## src/design/ucs_consts.svh

```systemverilog
// Offsets, field positions, reset values and timing counts of the serial port control block.
// Included by the package and the control module; holds definitions only.
`ifndef UCS_CONSTS_SVH
`define UCS_CONSTS_SVH

// Register byte offsets
`define UCS_OFF_RCV_CTRL 8'h18
`define UCS_OFF_XMT_CTRL 8'h98
`define UCS_OFF_BAUD_DIV 8'h9C
`define UCS_OFF_PORT_DIR 8'h80

// Transmit control field positions
`define UCS_TX_CLK_SRC 7
`define UCS_TX_NINE 6
`define UCS_TX_EN 5
`define UCS_TX_SYNC 4
`define UCS_TX_HIGH_SPD 2
`define UCS_TX_SHIFT_EMPTY 1
`define UCS_TX_NINTH 0

// Receive control field positions
`define UCS_RX_PORT_EN 7
`define UCS_RX_NINE 6
`define UCS_RX_SINGLE 5
`define UCS_RX_CONT 4
`define UCS_RX_ADDR_DET 3
`define UCS_RX_FRAME_ERR 2
`define UCS_RX_OVERRUN 1
`define UCS_RX_NINTH 0

// Port direction bits that carry the serial pins
`define UCS_DIR_CLK_PIN 2
`define UCS_DIR_DATA_PIN 1

// Reset values
`define UCS_RST_XMT_CTRL 8'h02
`define UCS_RST_RCV_CTRL 8'h00
`define UCS_RST_BAUD_DIV 8'h00
`define UCS_RST_PORT_DIR 8'hFF

// Clocks per bit per divisor step, halved for the clock phase
`define UCS_HALF_ASYNC_LOW 6'd32
`define UCS_HALF_ASYNC_HIGH 6'd8
`define UCS_HALF_SYNC 6'd2

// Bus responses
`define UCS_RESP_OKAY 2'b00
`define UCS_RESP_SLVERR 2'b10

`endif

```

## src/design/ucs_pkg.sv

```systemverilog
// Types shared by the serial port control block.
// Assumes the constants header sits next to it on the include path.
`include "ucs_consts.svh"

package ucs_pkg;
  typedef enum logic [1:0] {UCS_ASYNC, UCS_SYNC_MASTER, UCS_SYNC_SLAVE} ucs_mode_e;
  typedef logic [7:0] ucs_byte_t;
  typedef logic [1:0] ucs_resp_t;
endpackage

```

## src/design/ucs_usart_ctrl.sv

```systemverilog
// Control and status logic of a serial port: registers, mode decode, baud timing, pin steering.
// Assumes an AXI4-Lite master on aclk and a shift/framing datapath on the same clock.
`timescale 1ns/100ps
`include "ucs_consts.svh"

// Notes on behaviour
// - Async full duplex, sync master or slave
// - Pins serial only with enable and directions
// - Bit 7 picks sync master or slave
// - Bit 6 picks nine-bit transmit frames
// - Transmit enable; receive enables win in sync
// - Bit 4 selects synchronous mode
// - Bit 2 picks async speed only
// - Shift empty status reads one after reset
// - Bit 0 holds transmitted ninth bit
// - Transmit control bit 3 reads zero
// - Receive bit 7 enables serial port
// - Bit 6 picks nine-bit reception
// - Single receive in master, self-clearing
// - Continuous receive, overrides single receive
// - Address detect gates nine-bit async loads
// - Framing error updates with next byte
// - Overrun cleared by dropping continuous receive
// - Receive bit 0 holds received ninth bit
// - Baud is clock over 64,16,4 times X+1
// - Divisor write restarts baud timer
module ucs_usart_ctrl (
  input wire logic aclk,
  input wire logic aresetn,
  input wire logic [7:0] s_axi_awaddr,
  input wire logic s_axi_awvalid,
  output logic s_axi_awready,
  input wire logic [31:0] s_axi_wdata,
  input wire logic [3:0] s_axi_wstrb,
  input wire logic s_axi_wvalid,
  output logic s_axi_wready,
  output ucs_pkg::ucs_resp_t s_axi_bresp,
  output logic s_axi_bvalid,
  input wire logic s_axi_bready,
  input wire logic [7:0] s_axi_araddr,
  input wire logic s_axi_arvalid,
  output logic s_axi_arready,
  output logic [31:0] s_axi_rdata,
  output ucs_pkg::ucs_resp_t s_axi_rresp,
  output logic s_axi_rvalid,
  input wire logic s_axi_rready,
  input wire logic tx_clock_pin_level,
  output logic tx_clock_pin_drive,
  output logic tx_clock_pin_oe,
  input wire logic rx_data_pin_level,
  output logic rx_data_pin_drive,
  output logic rx_data_pin_oe,
  input wire logic dp_serial_out,
  input wire logic dp_shift_empty,
  input wire logic dp_frame_done,
  input wire logic dp_ninth_bit,
  input wire logic dp_frame_bad,
  input wire logic dp_buffer_full,
  output ucs_pkg::ucs_mode_e port_mode,
  output logic port_active,
  output logic transmit_active,
  output logic receive_active,
  output logic tx_nine_bit_select,
  output logic tx_ninth_bit,
  output logic rx_nine_bit_select,
  output logic rx_load_accept,
  output logic shift_tick,
  output logic rx_data_sync
);
  import ucs_pkg::*;

  // Register fields
  logic clock_source_select_ff, tx_nine_ff, transmit_enable_bit_ff, sync_ff;
  logic high_speed_select_ff, shift_reg_empty_ff, tx_ninth_ff;
  logic serial_port_enable_ff, rx_nine_ff, single_receive_enable_ff;
  logic continuous_receive_enable_ff, address_detect_enable_ff;
  logic framing_error_flag_ff, overrun_error_flag_ff, rx_ninth_ff;
  ucs_byte_t baud_divisor_ff, port_b_direction_ff;
  logic nxt_single, nxt_overrun, nxt_framing, nxt_rx_ninth;

  // Bus slave state
  logic aw_got_ff, w_got_ff, bvalid_ff, rvalid_ff;
  logic [7:0] aw_addr_ff;
  logic [31:0] w_data_ff, rdata_ff;
  logic [3:0] w_strb_ff;
  ucs_resp_t bresp_ff, rresp_ff;

  // Baud timer and pin sampling
  logic [7:0] div_cnt_ff;
  logic [4:0] pre_cnt_ff, pre_reload;
  logic [5:0] half_sel;
  logic phase_ff, half_tick, baud_tick;
  logic ck_meta_ff, ck_sync_ff, ck_prev_ff, dt_meta_ff, dt_sync_ff;
  logic ext_rise;

  // Decoded controls
  logic do_write, wr_lane, wr_rcv, wr_xmt, wr_baud, wr_dir, wr_mapped, rd_mapped;
  logic frame_in, accepted, single_done, is_master, is_slave;
  ucs_byte_t xmt_view, rcv_view, rd_byte;
  localparam ucs_byte_t xmt_reset_val = `UCS_RST_XMT_CTRL;

  // Address match on the low byte of an aligned word
  function automatic logic reg_hit(input logic [7:0] addr, input logic [7:0] off);
    reg_hit = (addr[7:2] == off[7:2]);
  endfunction

  // Bus handshakes and decode
  assign s_axi_awready = !aw_got_ff && !bvalid_ff;
  assign s_axi_wready = !w_got_ff && !bvalid_ff;
  assign s_axi_arready = !rvalid_ff;
  assign s_axi_bvalid = bvalid_ff;
  assign s_axi_bresp = bresp_ff;
  assign s_axi_rvalid = rvalid_ff;
  assign s_axi_rresp = rresp_ff;
  assign s_axi_rdata = rdata_ff;
  assign do_write = aw_got_ff && w_got_ff && !bvalid_ff;
  assign wr_lane = do_write && w_strb_ff[0];
  assign wr_rcv = wr_lane && reg_hit(aw_addr_ff, `UCS_OFF_RCV_CTRL);
  assign wr_xmt = wr_lane && reg_hit(aw_addr_ff, `UCS_OFF_XMT_CTRL);
  assign wr_baud = wr_lane && reg_hit(aw_addr_ff, `UCS_OFF_BAUD_DIV);
  assign wr_dir = wr_lane && reg_hit(aw_addr_ff, `UCS_OFF_PORT_DIR);
  assign wr_mapped = reg_hit(aw_addr_ff, `UCS_OFF_RCV_CTRL)
    || reg_hit(aw_addr_ff, `UCS_OFF_XMT_CTRL) || reg_hit(aw_addr_ff, `UCS_OFF_BAUD_DIV)
    || reg_hit(aw_addr_ff, `UCS_OFF_PORT_DIR);
  assign rd_mapped = reg_hit(s_axi_araddr, `UCS_OFF_RCV_CTRL)
    || reg_hit(s_axi_araddr, `UCS_OFF_XMT_CTRL) || reg_hit(s_axi_araddr, `UCS_OFF_BAUD_DIV)
    || reg_hit(s_axi_araddr, `UCS_OFF_PORT_DIR);

  // Status views; bit 3 of transmit control is unimplemented
  assign xmt_view = {clock_source_select_ff, tx_nine_ff, transmit_enable_bit_ff, sync_ff,
    1'b0, high_speed_select_ff, shift_reg_empty_ff, tx_ninth_ff};
  assign rcv_view = {serial_port_enable_ff, rx_nine_ff, single_receive_enable_ff,
    continuous_receive_enable_ff, address_detect_enable_ff, framing_error_flag_ff,
    overrun_error_flag_ff, rx_ninth_ff};
  assign rd_byte = reg_hit(s_axi_araddr, `UCS_OFF_RCV_CTRL) ? rcv_view :
    reg_hit(s_axi_araddr, `UCS_OFF_XMT_CTRL) ? xmt_view :
    reg_hit(s_axi_araddr, `UCS_OFF_BAUD_DIV) ? baud_divisor_ff :
    reg_hit(s_axi_araddr, `UCS_OFF_PORT_DIR) ? port_b_direction_ff : 8'h00;

  // Write channel capture and response
  always_ff @(posedge aclk)
  begin
    if (!aresetn)
    begin
      aw_got_ff <= 1'b0;
      w_got_ff <= 1'b0;
      bvalid_ff <= 1'b0;
      bresp_ff <= `UCS_RESP_OKAY;
      aw_addr_ff <= 8'h00;
      w_data_ff <= 32'h0000_0000;
      w_strb_ff <= 4'h0;
    end
    else
    begin
      if (s_axi_awvalid && s_axi_awready)
      begin
        aw_got_ff <= 1'b1;
        aw_addr_ff <= s_axi_awaddr;
      end
      if (s_axi_wvalid && s_axi_wready)
      begin
        w_got_ff <= 1'b1;
        w_data_ff <= s_axi_wdata;
        w_strb_ff <= s_axi_wstrb;
      end
      if (do_write)
      begin
        aw_got_ff <= 1'b0;
        w_got_ff <= 1'b0;
        bvalid_ff <= 1'b1;
        bresp_ff <= wr_mapped ? `UCS_RESP_OKAY : `UCS_RESP_SLVERR;
      end
      else if (bvalid_ff && s_axi_bready)
        bvalid_ff <= 1'b0;
    end
  end

  // Read channel, data from a flip-flop
  always_ff @(posedge aclk)
  begin
    if (!aresetn)
    begin
      rvalid_ff <= 1'b0;
      rdata_ff <= 32'h0000_0000;
      rresp_ff <= `UCS_RESP_OKAY;
    end
    else if (s_axi_arvalid && s_axi_arready)
    begin
      rvalid_ff <= 1'b1;
      rdata_ff <= {24'h00_0000, rd_byte};
      rresp_ff <= rd_mapped ? `UCS_RESP_OKAY : `UCS_RESP_SLVERR;
    end
    else if (rvalid_ff && s_axi_rready)
      rvalid_ff <= 1'b0;
  end

  // Mode decode from sync and clock source bits
  assign is_master = sync_ff && clock_source_select_ff;
  assign is_slave = sync_ff && !clock_source_select_ff;
  assign port_mode = !sync_ff ? UCS_ASYNC : (is_master ? UCS_SYNC_MASTER : UCS_SYNC_SLAVE);
  assign port_active = serial_port_enable_ff && port_b_direction_ff[`UCS_DIR_CLK_PIN]
    && port_b_direction_ff[`UCS_DIR_DATA_PIN];
  assign receive_active = port_active && (continuous_receive_enable_ff
    || (is_master && single_receive_enable_ff));
  assign transmit_active = port_active && transmit_enable_bit_ff
    && !(sync_ff && (single_receive_enable_ff || continuous_receive_enable_ff));
  assign tx_nine_bit_select = tx_nine_ff;
  assign tx_ninth_bit = tx_ninth_ff;
  assign rx_nine_bit_select = rx_nine_ff;

  // Received frame handling: address gate, flags, single receive completion
  assign frame_in = dp_frame_done && receive_active;
  assign rx_load_accept = !(!sync_ff && rx_nine_ff && address_detect_enable_ff)
    || dp_ninth_bit;
  assign accepted = frame_in && rx_load_accept && !dp_buffer_full;
  assign single_done = frame_in && is_master && !continuous_receive_enable_ff;
  assign nxt_single = wr_rcv ? w_data_ff[`UCS_RX_SINGLE] :
    (single_done ? 1'b0 : single_receive_enable_ff);
  assign nxt_overrun = (frame_in && dp_buffer_full) ? 1'b1 :
    (continuous_receive_enable_ff ? overrun_error_flag_ff : 1'b0);
  assign nxt_framing = accepted ? dp_frame_bad : framing_error_flag_ff;
  assign nxt_rx_ninth = accepted ? dp_ninth_bit : rx_ninth_ff;

  // Receive control register
  always_ff @(posedge aclk)
  begin
    if (!aresetn)
    begin
      {serial_port_enable_ff, rx_nine_ff, single_receive_enable_ff,
        continuous_receive_enable_ff, address_detect_enable_ff, framing_error_flag_ff,
        overrun_error_flag_ff, rx_ninth_ff} <= `UCS_RST_RCV_CTRL;
    end
    else
    begin
      if (wr_rcv)
      begin
        serial_port_enable_ff <= w_data_ff[`UCS_RX_PORT_EN];
        rx_nine_ff <= w_data_ff[`UCS_RX_NINE];
        continuous_receive_enable_ff <= w_data_ff[`UCS_RX_CONT];
        address_detect_enable_ff <= w_data_ff[`UCS_RX_ADDR_DET];
      end
      single_receive_enable_ff <= nxt_single;
      overrun_error_flag_ff <= nxt_overrun;
      framing_error_flag_ff <= nxt_framing;
      rx_ninth_ff <= nxt_rx_ninth;
    end
  end

  // Transmit control, divisor and direction registers
  always_ff @(posedge aclk)
  begin
    if (!aresetn)
    begin
      {clock_source_select_ff, tx_nine_ff, transmit_enable_bit_ff, sync_ff} <= 4'h0;
      high_speed_select_ff <= xmt_reset_val[`UCS_TX_HIGH_SPD];
      shift_reg_empty_ff <= xmt_reset_val[`UCS_TX_SHIFT_EMPTY];
      tx_ninth_ff <= xmt_reset_val[`UCS_TX_NINTH];
      baud_divisor_ff <= `UCS_RST_BAUD_DIV;
      port_b_direction_ff <= `UCS_RST_PORT_DIR;
    end
    else
    begin
      shift_reg_empty_ff <= dp_shift_empty;
      if (wr_xmt)
      begin
        clock_source_select_ff <= w_data_ff[`UCS_TX_CLK_SRC];
        tx_nine_ff <= w_data_ff[`UCS_TX_NINE];
        transmit_enable_bit_ff <= w_data_ff[`UCS_TX_EN];
        sync_ff <= w_data_ff[`UCS_TX_SYNC];
        high_speed_select_ff <= w_data_ff[`UCS_TX_HIGH_SPD];
        tx_ninth_ff <= w_data_ff[`UCS_TX_NINTH];
      end
      if (wr_baud)
        baud_divisor_ff <= w_data_ff[7:0];
      if (wr_dir)
        port_b_direction_ff <= w_data_ff[7:0];
    end
  end

  // Baud timer: divisor steps, then a half-bit prescale, then a phase toggle
  assign half_sel = sync_ff ? `UCS_HALF_SYNC :
    (high_speed_select_ff ? `UCS_HALF_ASYNC_HIGH : `UCS_HALF_ASYNC_LOW);
  assign pre_reload = 5'(half_sel - 6'd1);
  assign half_tick = (div_cnt_ff == 8'h00) && (pre_cnt_ff == 5'd0);
  assign baud_tick = half_tick && phase_ff;

  always_ff @(posedge aclk)
  begin
    if (!aresetn || wr_baud || !serial_port_enable_ff)
    begin
      div_cnt_ff <= 8'h00;
      pre_cnt_ff <= 5'd0;
      phase_ff <= 1'b0;
    end
    else if (div_cnt_ff == 8'h00)
    begin
      div_cnt_ff <= baud_divisor_ff;
      pre_cnt_ff <= (pre_cnt_ff == 5'd0) ? pre_reload : 5'(pre_cnt_ff - 5'd1);
      phase_ff <= half_tick ? !phase_ff : phase_ff;
    end
    else
      div_cnt_ff <= 8'(div_cnt_ff - 8'h01);
  end

  // Two-stage capture of the pins, then edge detect on the clean copy
  always_ff @(posedge aclk)
  begin
    if (!aresetn)
    begin
      {ck_meta_ff, ck_sync_ff, ck_prev_ff} <= 3'b111;
      {dt_meta_ff, dt_sync_ff} <= 2'b11;
    end
    else
    begin
      ck_meta_ff <= tx_clock_pin_level;
      ck_sync_ff <= ck_meta_ff;
      ck_prev_ff <= ck_sync_ff;
      dt_meta_ff <= rx_data_pin_level;
      dt_sync_ff <= dt_meta_ff;
    end
  end

  assign ext_rise = ck_sync_ff && !ck_prev_ff;
  assign rx_data_sync = dt_sync_ff;
  assign shift_tick = port_active && (is_slave ? ext_rise : baud_tick);

  // Pin steering: async uses clock pin as line out; sync drives data when sending
  assign tx_clock_pin_oe = port_active && (!sync_ff || is_master);
  assign tx_clock_pin_drive = sync_ff ? phase_ff : dp_serial_out;
  assign rx_data_pin_oe = port_active && sync_ff && transmit_active;
  assign rx_data_pin_drive = dp_serial_out;
endmodule

```

## config.mk

```make
export PLATFORM = sky130hd
export DESIGN_NAME = ucs_usart_ctrl
export DESIGN_NICKNAME = d
export VERILOG_FILES = /design/src/design/ucs_pkg.sv /design/src/design/ucs_usart_ctrl.sv
export VERILOG_INCLUDE_DIRS = /design/src /design/src/design
export SDC_FILE = /design/constraint.sdc
export NUM_CORES = 1
export LEC_CHECK = 0
export BUFFER_PORTS_ARGS = -buffer_cell sky130_fd_sc_hd__buf_4
export CAP_MARGIN = 10
export CORE_MARGIN = 8
export CORE_UTILIZATION = 55
export CTS_CLUSTER_DIAMETER = 50
export DETAILED_ROUTE_END_ITERATION = 16
export HOLD_SLACK_MARGIN = 0.03
export PLACE_DENSITY = 0.83
export SETUP_SLACK_MARGIN = 0.05
export SLEW_MARGIN = 20
export SYNTH_ARGS = -nofsm -noshare
export SYNTH_HDL_FRONTEND = slang
export SYNTH_SLANG_ARGS = --single-unit
```

## constraint.sdc

```tcl
create_clock -name aclk -period 3.5 [get_ports aclk]
set_input_delay 0.35 -clock aclk [delete_from_list [all_inputs] [get_ports aclk]]
set_output_delay 0.35 -clock aclk [all_outputs]
set_load 0.005 [all_outputs]
```

After elaboration in Yosys (flattened, before gate mapping). Cells that the tools add are included.

Add/subtract/negate cells: 3. Equal/unequal tests: 9. Mux-type cells: 22. Bitwise operators: 1. Reductions and logical operators: 71.

Operator list (count): 8-bit 2-to-1 mux (5); 1-bit logical AND (38); 6-bit == test, second input constant (6); 1-bit zero test (14); 6-bit by 3-bit == test with 1-bit output, second input constant (2); 1-bit logical OR (12); 1-bit 2-to-1 mux (10); 5-bit 2-to-1 mux (2); 5-bit by 1-bit subtractor with 5-bit output, second input constant (2); 8-bit zero test (1); 2-bit 2-to-1 mux (4); 8-bit by 1-bit subtractor with 8-bit output, second input constant (1); 2-bit nonzero test (3); 5-bit zero test (1); 4-bit 2-to-1 mux (1); 2-bit by 1-bit != test with 1-bit output, second input constant (1); 2-bit AND reduction (1); 2-bit OR reduction (1); 1-bit inverter (1).

Bits in registers: 83. Bits of input ports: 67.

Longest topological paths before layout. Gate-level depths: netlist of the first run.

Word-level depth: 9. Depth in mapped cells: 7.

Worst setup path before layout of the first run. OpenSTA, ideal clock, no wires.

Path type: reg2out. Start point: reg div_cnt_ff[0]. End point: out shift_tick. Arrival time: 1.460 ns. Data required time: 3.150 ns. Setup slack: 1.690 ns. Cell stages (with the launch flop): 7. Path buffers: 0. Cell sequence: dfxtp_1 > inv_1 > ha_1 > nor3b_2 > nand4_1 > or3b_1 > a21oi_1.

Cells in the longest elaborated chain, start to end: 5.

RTL lines: start: declaration (RTL line ucs_usart_ctrl.sv:89) `logic [7:0] div_cnt_ff;`; start signal: assignment (RTL line ucs_usart_ctrl.sv:297) `div_cnt_ff <= baud_divisor_ff;`; start signal: assignment (RTL line ucs_usart_ctrl.sv:302) `div_cnt_ff <= 8'(div_cnt_ff - 8'h01);`; 8-bit zero test (RTL line ucs_usart_ctrl.sv:284) `assign half_tick = (div_cnt_ff == 8'h00) && (pre_cnt_ff == 5'd0);`; 1-bit logical AND (RTL line ucs_usart_ctrl.sv:284); 1-bit logical AND (RTL line ucs_usart_ctrl.sv:285) `assign baud_tick = half_tick && phase_ff;`; 1-bit 2-to-1 mux (RTL line ucs_usart_ctrl.sv:325) `assign shift_tick = port_active && (is_slave ? ext_rise : baud_tick);`; 1-bit logical AND (RTL line ucs_usart_ctrl.sv:325); end: declaration (RTL line ucs_usart_ctrl.sv:67) `output logic shift_tick,`.

Every way passes these cells.

Worst setup path after layout of the first run. Ends and elaborated chain as after synthesis.

==> qor.yml, run 1 <==
job:
  maxCapViolations: 0
clock_network:
  cts_setup_buffers: 0
  path_clk_slew_ns: 0.08
  cts_resized: 0
  clock_latency_ns: 0.35
  cts_root_buf: "clkbuf_8"
  cts_hold_buf: 0
  cts_sinks: 79
  numCtsBuffers: 9
  cts_tree: "done"
  htreeDepth: 3
  clockBufferDepth: 2
worst_setup_path:
  r2r_end: "div_cnt_ff[2]"
  cp_max_fo: 5
  crit_arrival_ns: 2.12
  worstSetupEndpointType: "output port"
  crit_end: "shift_tick"
  reg2reg_depth: 6
  startpoint_type: "flop"
  cp.required_ns: 3.15
  startpoint: "div_cnt_ff[0]"
  crit_type: "reg2out"
  rrSetupSlack_ns: 1.73
  r2r-start: "div_cnt_ff[0]"
route:
  remaining_drc_errors: 0
  topRoutingLayerUsed: "met4"
  vias_per_cell: 5.50
  met2_wirelength_microns: 4010
  drt-initial-drc-count: 148
  wl_per_cell_microns: 15.7
  met3_length_microns: 611
  ant_nets: 0
  drt-total-wl_microns: 8490
  first_pass_iters: 4
  wl_met1_microns: 3710
  num_vias: 2965
floorplan:
  die-area_sq_um: 9730
  initial_core_util_pct: 55.9
  pin_count: 123
  die_h_microns: 98.6
  fp-row-count: 30
  coreArea_sq_um: 6720
  fp.dieW_microns: 98.6
layout:
  fin_nets: 526
  drive_gt1_share_pct: 21.6
  most-common-layout-cells: "79 x dfxtp_1, 65 x buf_4, 42 x nand2_1, 34 x mux2i_1, 31 x nor2b_1"
  seq_area_sq_um: 1580
  fillers: 550
  final_common_cell: "dfxtp_1"
  area_delta_synth_final_pct: 16.4
  multi_input_area_sq_um: 1940
  final_util_pct: 65.1
  layout.cells.non_filler: 539
  diodes: 0
synthesis:
  syn_area_sq_um: 3760
  ys_ff_latch: 79
  ys.flop_type: "dfxtp_1"
  ys_types: 58
  yosysSeqAreaShare_pct: 42.1
  synth-edff-count: 0
  ys_async_sr_fraction_pct: 0
  avgSynthCellArea_sq_um: 9.39
  yosysWarnings: 0
  syn_inst: 400
placed_design:
  pre_cts_ws_ns: 1.41
  place.detailed.hpwl_microns: 6190
  dp.cells: 525
  io_buffers: 65
  gp_congestion: 0.809
sta:
  finClkSkew_ns: 0.00646
  slew_headroom_pct: 56.5
  period_share_pct: 70.5
  maxSlewViolCount: 0
  final_hold_viol_count: 0
  fmax_mhz: 405
  fin_setup_tns_ns: 0
  setup_viol: 0
  setup_ws_ns: 1.03
  rsz0062_at_grt: "false"
  fin_crit_ns: 2.47
  worst_pin_slew_ns: 0.651
pwr:
  pwr-share-seq_pct: 50.1
  power.density_nw_per_um2: 428
  switching_share_pct: 21.3
  vdd_drop_max_v: 0.000271
  p_comb_share_pct: 7.3
  p_total_uw: 1870
  power_frac_clock_pct: 42.5
  leakage_uw: 0.00192
  internal-power_uw: 1470
  p_switching_uw: 399
grt:
  grt_max_degree: 70
  grt_pass1_vias: 3053
  grt_pass1_wl_microns: 14400
  grt_usage_pct: 17.8
  antenna_found_initial: 0
  overflow: 0
run_status:
  status: "finished, final reports clean"
worst_hold_path:
  hold_class: "in2reg"
==> per-layer routing <==
layer / track usage (%) / up-vias
li1: - / 1457
met1: 21.1 / 1387
met2: 29.3 / 102
met3: 6.34 / 19
met4: 6.02 / 0
met5: 0 / -
==> registers in the layout, indices dropped and copies added (netlist names), 5 cells and up <==
register	flops
pre_cnt_ff	5
s_axi_rdata	8
baud_divisor_ff	8
w_data_ff	8
port_b_direction_ff	8
aw_addr_ff	6
div_cnt_ff	8
==> cells in the mapped netlist, types with 8 or more instances <==
master / instances / area share [%]
a21boi_0: 11 / 2.2
a22oi_1: 8 / 1.6
a31oi_1: 9 / 1.5
buf_4: 27 / 5.4
clkbuf_1: 10 / 1.0
dfxtp_1: 79 / 42
mux2i_1: 34 / 9.1
nand2_1: 42 / 4.2
nand2b_1: 12 / 2.0
nor2_1: 23 / 2.3
nor2b_1: 31 / 5.2
o21ai_0: 13 / 1.7
==> logic make-up after synthesis <==
family          Yosys count  share of synthesized area (%)
buf+inv                  52                           8.63
simple gates            152                           22.7
compound gates           71                           14.5
other cells               1                         0.0998
flops                    79                           42.1
mux                      35                           9.36
fa+ha+maj                 3                          0.999
xor+xnor                  7                           1.63
==> worst min-delay path by stage <==
stage	from	slack, ns	end	cells past startpoint
3_5_place_dp	dt_meta_ff	0.40	rx_data_sync	1
3_3_place_gp	dt_meta_ff	0.40	rx_data_sync	1
4_1_cts	tx_clock_pin_level	0.17	ck_meta_ff	2
2_1_floorplan	ck_meta_ff	0.39	ck_sync_ff	1
6_report	rx_data_pin_level	0.18	dt_meta_ff	2
5_1_grt	dp_shift_empty	0.18	shift_reg_empty_ff	2
==> critical path, cell delays in order (launching register included) <==
cell and delay [ns]:
dfxtp_1 0.34, inv_1 0.09, ha_1 0.18, nor3b_2 0.31, nand4_1 0.20, or3b_1 0.38, a21oi_1 0.13, buf_4 0.13
==> power by group through the flow <==
stage / Clock, uW / Sequential (uW) / Combinational (uW)
floorplan: 0 / 954 / 99.9
global placement: 0 / 958 / 132
detailed placement: 0 / 959 / 135
CTS: 806 / 938 / 136
global route: 841 / 942 / 153
finish: 796 / 939 / 137
==> per-stage QoR <==
stage	hold WS, ns	area [sq um]
after CTS	0.172	4370
final	0.183	4370
after floorplan	0.386	3850
after global routing	0.175	4370
after global placement	0.396	4140
after detailed placement	0.402	4140
==> layout make-up <==
class	count	area share, %
Clock buffer	10	3.15
Clock inverter	4	2.17
Inverter	7	0.601
Multi-Input combinational cell	294	44.5
Sequential cell	79	36.2
Tap cell	80	2.29
Timing Repair Buffer	65	11.2
Note: power is estimated with default switching activity, not from simulation.
==> run 2, diff against run 1 <==
Settings changed: ABC_AREA set to 1, CORE_UTILIZATION 55 to 51, PLACE_DENSITY 0.83 to 0.77.
Clock period 3.5 ns to 2.6 ns, I/O delays scaled along.
==> qor.yml, run 2 <==
grt:
  antenna_found_initial: 0  # unchanged
  grt_max_degree: 51  # was 70
  grt_pass1_wl_microns: 15000  # was 14400 microns
  grt_pass1_vias: 3269  # was 3053
  grt_usage_pct: 17.9  # was 17.8%
  overflow: 0  # unchanged
job:
  maxCapViolations: 0  # unchanged
floorplan:
  coreArea_sq_um: 7290  # was 6720 sq um
  die-area_sq_um: 10600  # was 9730 sq um
  fp.dieW_microns: 103  # was 98.6 microns
  pin_count: 123  # unchanged
  die_h_microns: 103  # was 98.6 microns
  fp-row-count: 31  # was 30
  initial_core_util_pct: 53.0  # was 55.9%
sta:
  setup_viol: 0  # unchanged
  rsz0062_at_grt: "false"  # unchanged
  fmax_mhz: 480
  period_share_pct: 80.2
  slew_headroom_pct: 64.3  # was 56.5%
  finClkSkew_ns: 0.00833  # was 0.00646 ns
  worst_pin_slew_ns: 0.535  # was 0.651 ns
  final_hold_viol_count: 0  # unchanged
  fin_setup_tns_ns: 0  # unchanged
  fin_crit_ns: 2.09
  maxSlewViolCount: 0  # unchanged
route:
  drt-initial-drc-count: 216  # was 148
  ant_nets: 0  # unchanged
  drt-total-wl_microns: 9360  # was 8490 microns
  vias_per_cell: 4.97  # was 5.50
  num_vias: 3492  # was 2965
  wl_per_cell_microns: 13.3  # was 15.7 microns
  remaining_drc_errors: 0  # unchanged
  first_pass_iters: 5  # was 4
layout:
  final_area_sq_um: 4500  # was 4370 sq um
  fin_nets: 669  # was 526
  final_util_pct: 61.7  # was 65.1%
  drive_gt1_share_pct: 20.0  # was 21.6%
  most-common-layout-cells: "93 x nor2_1, 87 x nand2_1, 79 x dfxtp_1, 66 x buf_4, 50 x inv_1"  # was 79 x dfxtp_1, 65 x buf_4, 42 x nand2_1, 34 x mux2i_1, 31 x nor2b_1
  area_delta_synth_final_pct: 16.4  # about the same
  final_common_cell: "nor2_1"  # was dfxtp_1
  diodes: 0  # unchanged
worst_setup_path:
  worstSetupEndpointType: "output port"  # unchanged
  cp_max_fo: 15  # was 5
  cp.required_ns: 2.34  # was 3.15 ns
  crit_arrival_ns: 1.83  # was 2.12 ns
  crit_family: "simple AND/OR/NAND/NOR gates"  # unchanged
  crit_slowest_cell: "dfxtp_1"  # was or3b_1
  crit_chain: "inv_1, ha_1, nand2_1, nor2_4, nand3_1, a21oi_1, buf_4"  # was inv_1, ha_1, nor3b_2, nand4_1, or3b_1, a21oi_1, buf_4
  startpoint_type: "flop"  # unchanged
  max_stage_delay_ns: 0.32  # was 0.38 ns
  r2r-start: "div_cnt_ff[0]"  # unchanged
  crit_type: "reg2out"  # unchanged
  startpoint: "div_cnt_ff[0]"  # unchanged
  crit_buf_inv: 2  # unchanged
clock_network:
  clockBufferDepth: 2  # unchanged
  clock_latency_ns: 0.35  # about the same
  cts_resized: 0  # unchanged
  path_clk_slew_ns: 0.09  # was 0.08 ns
  cts_root_buf: "clkbuf_8"  # unchanged
  cts_hold_buf: 0  # unchanged
  htreeDepth: 3  # unchanged
  cts_setup_buffers: 0  # unchanged
  cts_tree: "done"  # unchanged
  cts_sinks: 79  # unchanged
  numCtsBuffers: 9  # unchanged
synthesis:
  synth_top_area_share_pct: 40.9  # was 42.1%
  ys_types: 34  # was 58
  yosys.cell_count.top_type: "nor2_1"  # was dfxtp_1
  synthTopCellsByCount: "93 x nor2_1, 87 x nand2_1, 79 x dfxtp_1"  # was 79 x dfxtp_1, 42 x nand2_1, 34 x mux2i_1
  synth-edff-count: 0  # unchanged
  syn_area_sq_um: 3860  # was 3760 sq um
  ys_async_sr_fraction_pct: 0  # unchanged
  yosysWarnings: 0  # unchanged
  ys_ff_latch: 79  # unchanged
  syn_inst: 538  # was 400
  ys.flop_type: "dfxtp_1"  # unchanged
  yosysTopAreaCell: "dfxtp_1"  # unchanged
  synth_area_leaders: "dfxtp_1 41%, nor2_1 9.0%, nand2_1 8.5%"  # was dfxtp_1 42%, mux2i_1 9.1%, buf_4 5.4%
  yosysSeqAreaShare_pct: 40.9  # was 42.1%
  avgSynthCellArea_sq_um: 7.18  # was 9.39 sq um
placed_design:
  postPlaceCellArea_sq_um: 4290  # was 4140 sq um
  place.detailed.hpwl_microns: 7160  # was 6190 microns
  gp_congestion: 0.870  # was 0.809
  io_buffers: 65  # unchanged
worst_hold_path:
  hold_class: "in2reg"  # unchanged
  hold_start: "dp_shift_empty"  # was rx_data_pin_level
pwr:
  leakage_uw: 0.00214  # was 0.00192 uW
  power.density_nw_per_um2: 540  # was 428 nW/um^2
  vdd_drop_max_v: 0.000396  # was 0.000271 V
run_status:
  status: "finished, final reports clean"  # unchanged
==> run 2: cell count changes after synthesis, moves of 8 or more <==
cell,previous run,this run
nand2_1,42,87
a21oi_1,3,36
a22oi_1,8,0
nor2_2,0,11
o21ai_0,13,43
nand3_1,6,38
inv_1,7,50
a21boi_0,11,0
mux2i_1,34,0
nand2b_1,12,0
nor2_1,23,93
nor2b_1,31,0
==> run 2: cell families (layout without fill, tap and decap cells) <==
| logic type | after synthesis | count (layout) | synth area share, % |
|---|---|---|---|
| AND/OR/NAND/NOR | 261 | 261 | 31.5 |
| buffers and inverters | 98 | 139 | 13.0 |
| AO/OA/AOI/OAI | 90 | 90 | 12.1 |
| flip-flops | 79 | 79 | 40.9 |
| XOR/XNOR | 6 | 6 | 1.36 |
| adder cells (fa/ha/maj) | 3 | 3 | 0.972 |
| other | 1 | 26 | 0.0971 |
==> run 2: metal layers <==
layer / vias up / share of wire, % / wire [microns] / track usage, %
met1: 1576 / 43 / 3990 / 22.2
li1: 1791 / - / - / -
met4: 0 / 1.5 / 137 / 6.56
met2: 112 / 48 / 4500 / 29.9
met5: - / 0 / 0 / 0
met3: 13 / 7.8 / 732 / 3.58
==> run 2: final cells by class <==
cell class,count,area [sq um]
Clock inverter,6,68.8
Clock buffer,10,138
Multi-Input combinational cell,386,1870
Tap cell,99,124
Fill cell,683,2800
Timing Repair Buffer,66,495
Sequential cell,79,1580
Inverter,57,216
==> run 2: path summary, 6_finish.rpt <==
kind | to | slack (ns) | cells past startpoint
worst max-delay path | shift_tick | 0.51 | 7
worst min-delay path | shift_reg_empty_ff | 0.09 | 2
worst max register to register | pre_cnt_ff[2] | 0.96 | 8
worst min register to register | ck_prev_ff | 0.42 | 2
==> run 2: power breakdown <==
| part | switching [uW] | internal [uW] |
|---|---|---|
| combinational | 126 | 89.2 |
| clock | 465 | 475 |
| sequential | 27.7 | 1250 |
==> run 2: through the flow <==
step,worst slack (ns),hold WS [ns],instances,power [uW]
after floorplan,1.18,0.367,563,1450
after global placement,0.901,0.395,687,1510
after detailed placement,0.884,0.400,687,1510
after CTS,0.504,0.0810,703,2440
after global routing,0.367,0.0873,703,2530
final,0.515,0.0907,703,2430
